**config.mk**
```make
export PLATFORM = sky130hd
export DESIGN_NAME = perf_error_counters
export DESIGN_NICKNAME = d
export VERILOG_FILES = /design/src/rtl/perf_counter_pkg.sv /design/src/rtl/perf_error_counters.sv
export SDC_FILE = /design/constraint.sdc
export NUM_CORES = 1
export LEC_CHECK = 0
export BUFFER_PORTS_ARGS = -buffer_cell sky130_fd_sc_hd__buf_2
export CORE_UTILIZATION = 40
export DETAILED_ROUTE_END_ITERATION = 8
export GPL_TIMING_DRIVEN = 1
export SYNTH_ARGS = -nofsm -noshare
export SYNTH_HDL_FRONTEND = slang
export SYNTH_SLANG_ARGS = --single-unit
```
**constraint.sdc**
```tcl
create_clock -name sys_clk -period 3.4 [get_ports sys_clk]
set_input_delay 0.17 -clock sys_clk [delete_from_list [all_inputs] [get_ports sys_clk]]
set_output_delay 0.17 -clock sys_clk [all_outputs]
set_load 0.05 [all_outputs]
```
**src/rtl/perf_counter_pkg.sv**
```systemverilog
package perf_counter_pkg;
  localparam logic [7:0]  FRAME_ERR_OFS  = 8'h24;
  localparam logic [7:0]  PARITY_OFS     = 8'h26;
  localparam logic [7:0]  CBIT_OFS       = 8'h28;
  localparam logic [7:0]  FEBE_OFS       = 8'h2a;
  localparam logic [7:0]  CONTROL_OFS    = 8'h2c;
  localparam int          CTL_SEL_LSB    = 0;
  localparam int          CTL_COUNT_LOF  = 2;
  localparam int          CTL_E3         = 3;
  localparam int          CTL_CBIT_MODE  = 4;
  localparam int          CTL_AUTO_UPD   = 5;
  localparam int          CTL_MANUAL_UPD = 6;
  localparam logic [31:0] CONTROL_RESET  = 32'h0000_0000;
  localparam logic [15:0] COUNT_RESET    = 16'h0000;
  localparam int          SECOND_NS      = 1000000000;
  localparam int          CLK_PERIOD_NS  = 40;
  localparam int          SECOND_CYCLES  = SECOND_NS / CLK_PERIOD_NS;
  localparam logic [1:0]  RESP_OKAY      = 2'b00;
  localparam logic [1:0]  RESP_SLVERR    = 2'b10;
  typedef enum logic [1:0] {
    SEL_LOF    = 2'b00,
    SEL_FM     = 2'b01,
    SEL_F_ONLY = 2'b10,
    SEL_M_ONLY = 2'b11
  } frame_sel_t;
endpackage

```
**src/rtl/perf_error_counters.sv**
```systemverilog
`timescale 1ns/1ps
module perf_error_counters #(
  parameter int CW            = 16,
  parameter int SECOND_CYCLES = perf_counter_pkg::SECOND_CYCLES
) (
  input  wire logic          sys_clk,
  input  wire logic          rstn,
  input  wire logic          lossOfFrame,
  input  wire logic          fBitError,
  input  wire logic          mBitError,
  input  wire logic [3:0]    alignBitErrors,
  input  wire logic          alignWordError,
  input  wire logic          parityStrobe,
  input  wire logic [1:0]    parityBitsRx,
  input  wire logic          parityCalc,
  input  wire logic          cbitStrobe,
  input  wire logic [2:0]    cbit_parity_overhead_bits,
  input  wire logic          cbitCalc,
  input  wire logic          febeStrobe,
  input  wire logic [2:0]    febeBits,
  input  wire logic          remoteAlarmBit,
  input  wire logic          external_counter_update_input,
  input  wire logic [7:0]    s_axi_awaddr,
  input  wire logic          s_axi_awvalid,
  output logic               s_axi_awready,
  input  wire logic [31:0]   s_axi_wdata,
  input  wire logic [3:0]    s_axi_wstrb,
  input  wire logic          s_axi_wvalid,
  output logic               s_axi_wready,
  output logic [1:0]         s_axi_bresp,
  output logic               s_axi_bvalid,
  input  wire logic          s_axi_bready,
  input  wire logic [7:0]    s_axi_araddr,
  input  wire logic          s_axi_arvalid,
  output logic               s_axi_arready,
  output logic [31:0]        s_axi_rdata,
  output logic [1:0]         s_axi_rresp,
  output logic               s_axi_rvalid,
  input  wire logic          s_axi_rready
);
  // Widths below 16 exist only to reach saturation quickly in simulation.
  if (CW < 1 || CW > 16) begin
    $error("Counter width must be 1 to 16.");
  end
  if (SECOND_CYCLES < 2) begin
    $error("Second interval too short.");
  end

  // ==========================================================================
  // Input synchronisers
  // ==========================================================================
  // All event inputs arrive from the line clock domain as levels held for one
  // line event; each passes two flip-flops, and strobes are edge detected.
  localparam int NIN = 23;
  logic [NIN-1:0] meta_reg;
  logic [NIN-1:0] sync_reg;
  logic [NIN-1:0] prev_reg;
  logic [NIN-1:0] rawIn;
  assign rawIn = {external_counter_update_input, remoteAlarmBit, febeBits,
                  febeStrobe, cbitCalc, cbit_parity_overhead_bits, cbitStrobe,
                  parityCalc, parityBitsRx, parityStrobe, alignWordError,
                  alignBitErrors, mBitError, fBitError, lossOfFrame};
  always_ff @(posedge sys_clk) begin
    if (!rstn) begin
      meta_reg <= '0;
      sync_reg <= '0;
      prev_reg <= '0;
    end else begin
      meta_reg <= rawIn;
      sync_reg <= meta_reg;
      prev_reg <= sync_reg;
    end
  end

  logic       lof;
  logic       lofRise;
  logic       fRise;
  logic       mRise;
  logic       wordRise;
  logic [3:0] alignNew;
  logic       parRise;
  logic       cbRise;
  logic       febeRise;
  logic       extRise;
  assign lof      = sync_reg[0];
  assign lofRise  = sync_reg[0] & ~prev_reg[0];
  assign fRise    = sync_reg[1] & ~prev_reg[1];
  assign mRise    = sync_reg[2] & ~prev_reg[2];
  assign alignNew = sync_reg[6:3] & ~prev_reg[6:3];
  assign wordRise = sync_reg[7] & ~prev_reg[7];
  assign parRise  = sync_reg[8] & ~prev_reg[8];
  assign cbRise   = sync_reg[12] & ~prev_reg[12];
  assign febeRise = sync_reg[17] & ~prev_reg[17];
  assign extRise  = sync_reg[22] & ~prev_reg[22];

  // ==========================================================================
  // Control register and update timing
  // ==========================================================================
  logic [31:0] control_reg;
  logic [1:0]  frameSel;
  logic        countInLof;
  logic        e3Mode;
  logic        cbitMode;
  logic        autoUpdate;
  logic        manualUpdate;
  assign frameSel     = control_reg[perf_counter_pkg::CTL_SEL_LSB +: 2];
  assign countInLof   = control_reg[perf_counter_pkg::CTL_COUNT_LOF];
  assign e3Mode       = control_reg[perf_counter_pkg::CTL_E3];
  assign cbitMode     = control_reg[perf_counter_pkg::CTL_CBIT_MODE];
  assign autoUpdate   = control_reg[perf_counter_pkg::CTL_AUTO_UPD];
  assign manualUpdate = control_reg[perf_counter_pkg::CTL_MANUAL_UPD];

  logic [31:0] second_reg;
  logic        manualPrev_reg;
  logic        update;
  always_ff @(posedge sys_clk) begin
    if (!rstn) begin
      second_reg     <= '0;
      manualPrev_reg <= 1'b0;
    end else begin
      manualPrev_reg <= manualUpdate;
      if (second_reg == 32'(SECOND_CYCLES - 1)) second_reg <= '0;
      else second_reg <= second_reg + 32'h0000_0001;
    end
  end
  assign update = (autoUpdate && second_reg == 32'(SECOND_CYCLES - 1)) ||
                  (!autoUpdate && ((manualUpdate && !manualPrev_reg) ||
                                   extRise));

  // ==========================================================================
  // Event qualification
  // ==========================================================================
  function automatic logic [2:0] pop4(input logic [3:0] v);
    pop4 = {2'b00, v[0]} + {2'b00, v[1]} + {2'b00, v[2]} + {2'b00, v[3]};
  endfunction

  localparam logic [CW-1:0] CNT_MAX  = '1;
  localparam logic [CW-1:0] CNT_ZERO = CW'(perf_counter_pkg::COUNT_RESET);

  function automatic logic [CW-1:0] satAdd(input logic [CW-1:0] c,
                                           input logic [2:0]    n);
    logic [16:0] s;
    s = 17'(c) + 17'(n);
    satAdd = (s > 17'(CNT_MAX)) ? CNT_MAX : s[CW-1:0];
  endfunction

  logic       gate;
  logic [2:0] frameInc;
  logic       parErr;
  logic       cbErr;
  logic       febeErr;
  assign gate = countInLof || !lof;
  always_comb begin
    frameInc = 3'h0;
    unique case (perf_counter_pkg::frame_sel_t'(frameSel))
      perf_counter_pkg::SEL_LOF:
        frameInc = {2'b00, lofRise};
      perf_counter_pkg::SEL_FM:
        if (gate) frameInc = e3Mode ? pop4(alignNew) :
                                      {2'b00, fRise} + {2'b00, mRise};
      perf_counter_pkg::SEL_F_ONLY:
        if (gate) frameInc = {2'b00, e3Mode ? wordRise : fRise};
      perf_counter_pkg::SEL_M_ONLY:
        if (gate && !e3Mode) frameInc = {2'b00, mRise};
    endcase
  end
  assign parErr = parRise && gate && !e3Mode &&
                  ((sync_reg[10] != sync_reg[9]) ||
                   (sync_reg[9] != sync_reg[11]));
  assign cbErr = cbRise && gate && !e3Mode && cbitMode &&
                 (((sync_reg[13] & sync_reg[14]) |
                   (sync_reg[13] & sync_reg[15]) |
                   (sync_reg[14] & sync_reg[15])) != sync_reg[16]);
  assign febeErr = febeRise && gate &&
                   (e3Mode ? sync_reg[21] :
                    (cbitMode && sync_reg[20:18] != 3'b111));

  // ==========================================================================
  // Live and latched counters
  // ==========================================================================
  logic [CW-1:0] liveFrame_reg;
  logic [CW-1:0] livePar_reg;
  logic [CW-1:0] liveCb_reg;
  logic [CW-1:0] liveFebe_reg;
  logic [CW-1:0] frame_error_counter_reg;
  logic [CW-1:0] t3_parity_error_count_reg;
  logic [CW-1:0] cbit_parity_error_count_reg;
  logic [CW-1:0] far_end_block_or_remote_alarm_count_reg;
  always_ff @(posedge sys_clk) begin
    if (!rstn) begin
      liveFrame_reg <= CNT_ZERO;
      livePar_reg   <= CNT_ZERO;
      liveCb_reg    <= CNT_ZERO;
      liveFebe_reg  <= CNT_ZERO;
    end else if (update) begin
      // An event in the update cycle starts the new interval.
      liveFrame_reg <= satAdd(CNT_ZERO, frameInc);
      livePar_reg   <= satAdd(CNT_ZERO, {2'b00, parErr});
      liveCb_reg    <= satAdd(CNT_ZERO, {2'b00, cbErr});
      liveFebe_reg  <= satAdd(CNT_ZERO, {2'b00, febeErr});
    end else begin
      liveFrame_reg <= satAdd(liveFrame_reg, frameInc);
      livePar_reg   <= satAdd(livePar_reg, {2'b00, parErr});
      liveCb_reg    <= satAdd(liveCb_reg, {2'b00, cbErr});
      liveFebe_reg  <= satAdd(liveFebe_reg, {2'b00, febeErr});
    end
  end
  always_ff @(posedge sys_clk) begin
    if (!rstn) begin
      frame_error_counter_reg                 <= CNT_ZERO;
      t3_parity_error_count_reg               <= CNT_ZERO;
      cbit_parity_error_count_reg             <= CNT_ZERO;
      far_end_block_or_remote_alarm_count_reg <= CNT_ZERO;
    end else if (update) begin
      frame_error_counter_reg                 <= liveFrame_reg;
      t3_parity_error_count_reg               <= livePar_reg;
      cbit_parity_error_count_reg             <= liveCb_reg;
      far_end_block_or_remote_alarm_count_reg <= liveFebe_reg;
    end
  end

  // ==========================================================================
  // AXI4-Lite slave
  // ==========================================================================
  // Register offsets are word indices; byte address is four times the index.
  localparam logic [7:0] FE_ADDR = {perf_counter_pkg::FRAME_ERR_OFS[5:0], 2'b00};
  localparam logic [7:0] PA_ADDR = {perf_counter_pkg::PARITY_OFS[5:0], 2'b00};
  localparam logic [7:0] CB_ADDR = {perf_counter_pkg::CBIT_OFS[5:0], 2'b00};
  localparam logic [7:0] FB_ADDR = {perf_counter_pkg::FEBE_OFS[5:0], 2'b00};
  localparam logic [7:0] CT_ADDR = {perf_counter_pkg::CONTROL_OFS[5:0], 2'b00};
  logic [7:0] awAddr_reg;
  logic       awHave_reg;
  logic [31:0] wData_reg;
  logic [3:0]  wStrb_reg;
  logic        wHave_reg;
  logic        doWrite;
  assign doWrite = awHave_reg && wHave_reg && !s_axi_bvalid;
  always_ff @(posedge sys_clk) begin
    if (!rstn) begin
      awHave_reg    <= 1'b0;
      wHave_reg     <= 1'b0;
      awAddr_reg    <= 8'h00;
      wData_reg     <= 32'h0000_0000;
      wStrb_reg     <= 4'h0;
      s_axi_awready <= 1'b0;
      s_axi_wready  <= 1'b0;
      s_axi_bvalid  <= 1'b0;
      s_axi_bresp   <= perf_counter_pkg::RESP_OKAY;
    end else begin
      s_axi_awready <= !awHave_reg && !s_axi_awready && s_axi_awvalid;
      s_axi_wready  <= !wHave_reg && !s_axi_wready && s_axi_wvalid;
      if (s_axi_awvalid && s_axi_awready) begin
        awHave_reg <= 1'b1;
        awAddr_reg <= s_axi_awaddr;
      end
      if (s_axi_wvalid && s_axi_wready) begin
        wHave_reg <= 1'b1;
        wData_reg <= s_axi_wdata;
        wStrb_reg <= s_axi_wstrb;
      end
      if (doWrite) begin
        awHave_reg   <= 1'b0;
        wHave_reg    <= 1'b0;
        s_axi_bvalid <= 1'b1;
        s_axi_bresp  <= (awAddr_reg == CT_ADDR)
                        ? perf_counter_pkg::RESP_OKAY
                        : perf_counter_pkg::RESP_SLVERR;
      end else if (s_axi_bvalid && s_axi_bready) begin
        s_axi_bvalid <= 1'b0;
      end
    end
  end
  always_ff @(posedge sys_clk) begin
    if (!rstn) begin
      control_reg <= perf_counter_pkg::CONTROL_RESET;
    end else if (doWrite && awAddr_reg == CT_ADDR) begin
      for (int b = 0; b < 4; b++) begin
        if (wStrb_reg[b]) control_reg[8*b +: 8] <= wData_reg[8*b +: 8];
      end
    end
  end

  logic [31:0] readData;
  logic        readOk;
  always_comb begin
    readData = 32'h0000_0000;
    readOk   = 1'b1;
    unique case (s_axi_araddr)
      FE_ADDR:
        readData = 32'(frame_error_counter_reg);
      PA_ADDR:
        readData = 32'(t3_parity_error_count_reg);
      CB_ADDR:
        readData = 32'(cbit_parity_error_count_reg);
      FB_ADDR:
        readData = 32'(far_end_block_or_remote_alarm_count_reg);
      CT_ADDR:
        readData = control_reg;
      default:
        readOk = 1'b0;
    endcase
  end
  always_ff @(posedge sys_clk) begin
    if (!rstn) begin
      s_axi_arready <= 1'b0;
      s_axi_rvalid  <= 1'b0;
      s_axi_rdata   <= 32'h0000_0000;
      s_axi_rresp   <= perf_counter_pkg::RESP_OKAY;
    end else begin
      s_axi_arready <= !s_axi_rvalid && !s_axi_arready && s_axi_arvalid;
      if (s_axi_arvalid && s_axi_arready) begin
        s_axi_rvalid <= 1'b1;
        s_axi_rdata  <= readData;
        s_axi_rresp  <= readOk ? perf_counter_pkg::RESP_OKAY
                               : perf_counter_pkg::RESP_SLVERR;
      end else if (s_axi_rvalid && s_axi_rready) begin
        s_axi_rvalid <= 1'b0;
      end
    end
  end
endmodule

```
==> flow_summary.json <==
{
  "outcome": "finished clean",
  "ff2ff_setup_slack_ps": 130,
  "ir_drop_mv": 0.4345,
  "critical-path-slowest-cell": "fa_1",
  "skew_ps": 17.01,
  "drc_errors": 0,
  "dp_hpwl_mm": 23.09,
  "layout_setup_ws_ps": 133.7,
  "synth_enable_flop_cells": 0,
  "grt_overflow": 0,
  "cts_tree": "yes",
  "clock-sinks": 336,
  "vias": 11752,
  "critical_path.startpoint_type": "register",
  "wl_per_cell_microns": 16.42,
  "post-place-ws_ps": -19.62,
  "cp-end-kind": "register",
  "worst_slew_pin_slew_ps": 1258,
  "period_share_pct": 96.07,
  "cp_data_required_time_ps": 3790,
  "die_area_sq_mm": 0.03423,
  "cap_violations": 0,
  "crit_family": "adder cells",
  "grt_pass1_wl_mm": 55.89,
  "post_dp_cell_area_sq_mm": 0.01445,
  "core-area_sq_mm": 0.03278,
  "multi_input_area_sq_mm": 0.006245,
  "layoutNonFillerInstCount": 2169,
  "fillCellCount": 3152,
  "reg2reg_to": "liveFrame_reg[6]$_SDFF_PP0_",
  "first_pass_iters": 5,
  "crit_type": "reg2reg",
  "ys_ff_latch": 336,
  "fmax_ghz": 0.3062,
  "ctsRootBufferMaster": "clkbuf_16",
  "slew_viol_final": 0,
  "regToRegStartpoint": "prev_reg[3]$_SDFF_PN0_",
  "die_x_microns": 185.0,
  "synthesis.instances": 1545,
  "critical-path-max-stage-delay_ps": 530,
  "holdPathStages": 3,
  "grt_max_degree": 75,
  "p_leak_nw": 5.975,
  "fin_area_sq_mm": 0.01648,
  "grtUsageTotal_pct": 20.29,
  "ys_warn_count": 0,
  "ys_async_sr_fraction_pct": 0,
  "setup_viol": 0,
  "drive_gt1_share_pct": 14.48,
  "yosysSeqAreaShare_pct": 50.21,
  "placedCellCount": 2029,
  "post_synth_num_cell_types": 62,
  "fp-row-count": 66,
  "clock_latency_ps": 520,
  "postRouteAntennaNets": 0,
  "totalPowerFinal_mw": 8.360,
  "critPathLaunch": "prev_reg[3]$_SDFF_PN0_",
  "powerDensity_mw_per_mm2": 507.3,
  "synth_area_sq_mm": 0.01340,
  "htreeDepth": 2,
  "fin_crit_ps": 3266,
  "final_hold_viol_count": 0,
  "nets": 1799,
  "antenna_cells": 0,
  "dieHeight_microns": 185.0,
  "antenna_found_initial": 0,
  "cp_max_fo": 4,
  "register_area_sq_mm": 0.006728,
  "avgSynthCellArea_sq_um": 8.671,
  "ys.flop_type": "dfxtp_1",
  "hold_path_class": "in2reg",
  "hold_end": "s_axi_rresp[1]$_SDFFE_PN0P_",
  "port_buffers": 120,
  "path_clk_slew_ps": 60,
  "crit_chain": "nand2b_4 > fa_1 > inv_1 > ha_1 > mux2i_1 > nor3_1 > or3_1 > ha_2 > inv_2 > fa_2 > nor2b_4 > o211a_4 > buf_4 > nand2_1 > xor2_1 > a21oi_1",
  "cts_buffers": 37,
  "drtIter0Drc": 872,
  "slew-limit-headroom_pct": 15.92,
  "grt_pass1_vias": 10706,
  "setup_tns_ps": 0,
  "drt_wl_total_mm": 35.61,
  "min-delay-start": "s_axi_araddr[5]",
  "pin_count": 123,
  "worstPathArrival_ps": 3650,
  "ff2ff_path_depth": 16,
  "area_delta_synth_final_pct": 23.00,
  "viasPerCell": 5.418,
  "cts_max_path_buffers": 3,
  "routabilityCongestion": 0.8094,
  "initial_core_util_pct": 40.86,
  "path_buf_inv": 3
}
-- through the flow --
stage | util (%) | hold slack [ps]
floorplan | - | 288.3
global placement | 44.06 | 374.4
detailed placement | 44.06 | 378.5
CTS | 49.90 | 77.16
global route | 50.26 | 101.9
finish | 50.26 | 103.8
-- layout by cell type (no fill, tap or decap), types with 5 or more instances in the layout --
cell type        n
buf_2          120
and4_1          11
a22o_1          12
dlygate4sd3_1   72
a221oi_1        12
inv_1           19
clkinv_2        10
ha_1            12
xor2_1          28
buf_4           31
a21oi_1        230
nor3_1          22
nand3_1        153
nand4_1         18
clkbuf_8         6
nor2b_1         13
and2_1          66
or3_1           11
dfxtp_1        335
buf_12           6
nand2b_1         5
mux2_2           9
a31oi_1          9
clkbuf_1         7
nor2_1          55
nor4b_1          5
o21ai_0         92
xnor2_1         35
a22oi_1         13
nand2_1        173
and3_1          13
clkbuf_16       38
mux2i_1          6
nor4_1           7
-- timing repair --
item | in CTS | in global routing
setup endpoints to repair | 3 | 16
pin swaps | 0 | 5
endpoints found under the hold margin | 72 | 0
setup buffers | 0 | 4
hold buffers | 72 | 0
resized for setup | 2 | 15
-- layout make-up --
class / count / share of cell area, %
flip-flops and latches: 336 / 40.83
multi-input cells: 1076 / 37.90
inverters: 21 / 0.4935
repair buffers: 230 / 10.23
clock inverters: 13 / 0.7669
well taps: 442 / 3.356
clock buffers: 51 / 6.431
-- where the power goes --
group	internal, mW	switching [mW]	leakage, nW	total, mW
logic	0.171	0.259	2.66	0.431
clock network	2.33	1.56	0.594	3.89
registers	4.00	0.0363	2.72	4.04
total	6.51	1.85	5.98	8.36
-- routing by layer --
| layer | GRT usage [%] | routed length (microns) |
|---|---|---|
| met2 | 31.02 | 15910 |
| met3 | 2.890 | 1971 |
| met4 | 5.091 | 643 |
| met1 | 29.76 | 17080 |
| met5 | 0 | 0 |
-- worst max path at each step --
stage	end	slack [ps]	cells past startpoint
2_1_floorplan	liveFrame_reg[8]$_SDFF_PP0_	130	16
3_3_place_gp	liveFrame_reg[2]$_SDFF_PN0_	70	14
3_5_place_dp	liveFrame_reg[2]$_SDFF_PN0_	-20	14
4_1_cts	liveFrame_reg[14]$_SDFF_PP0_	30	14
5_1_grt	liveFrame_reg[1]$_SDFF_PN0_	-30	15
6_report	liveFrame_reg[6]$_SDFF_PP0_	130	16
-- tightest hold or removal path, stage by stage --
cell,delay [ps]
buf_2,150
o2111a_1,180
a21oi_1,60
-- cells in the mapped netlist, types with 13 or more instances --
library cell / number / share of area, %
dfxtp_1: 336 / 50
a21oi_1: 230 / 8.6
nand2_1: 173 / 4.8
nand3_1: 154 / 5.8
o21ai_0: 92 / 3.4
clkbuf_1: 85 / 2.4
and2_1: 66 / 3.1
nor2_1: 55 / 1.5
xnor2_1: 35 / 2.3
xor2_1: 28 / 1.8
nor3_1: 25 / 0.93
inv_1: 20 / 0.56
nand4_1: 18 / 0.84
nor2b_1: 14 / 0.65
a22oi_1: 13 / 0.73
and3_1: 13 / 0.61
buf_2: 13 / 0.49
ha_1: 13 / 1.2
-- cells by family (layout without fill, tap and decap cells) --
family                     after synthesis  in the layout  synth area share [%]
AOI/OAI and AO/OA                      402            402                 17.01
DFF                                    336            336                 50.21
muxes                                   15             15                 1.205
other                                    1              2               0.02799
buffers and inverters                  134            315                 4.081
xor gates and xnor gates                63             63                 4.119
and+or+nand+nor                        578            578                 21.76
adders and majority gates               16             16                 1.588
Note: power is estimated with default switching activity, not from simulation.
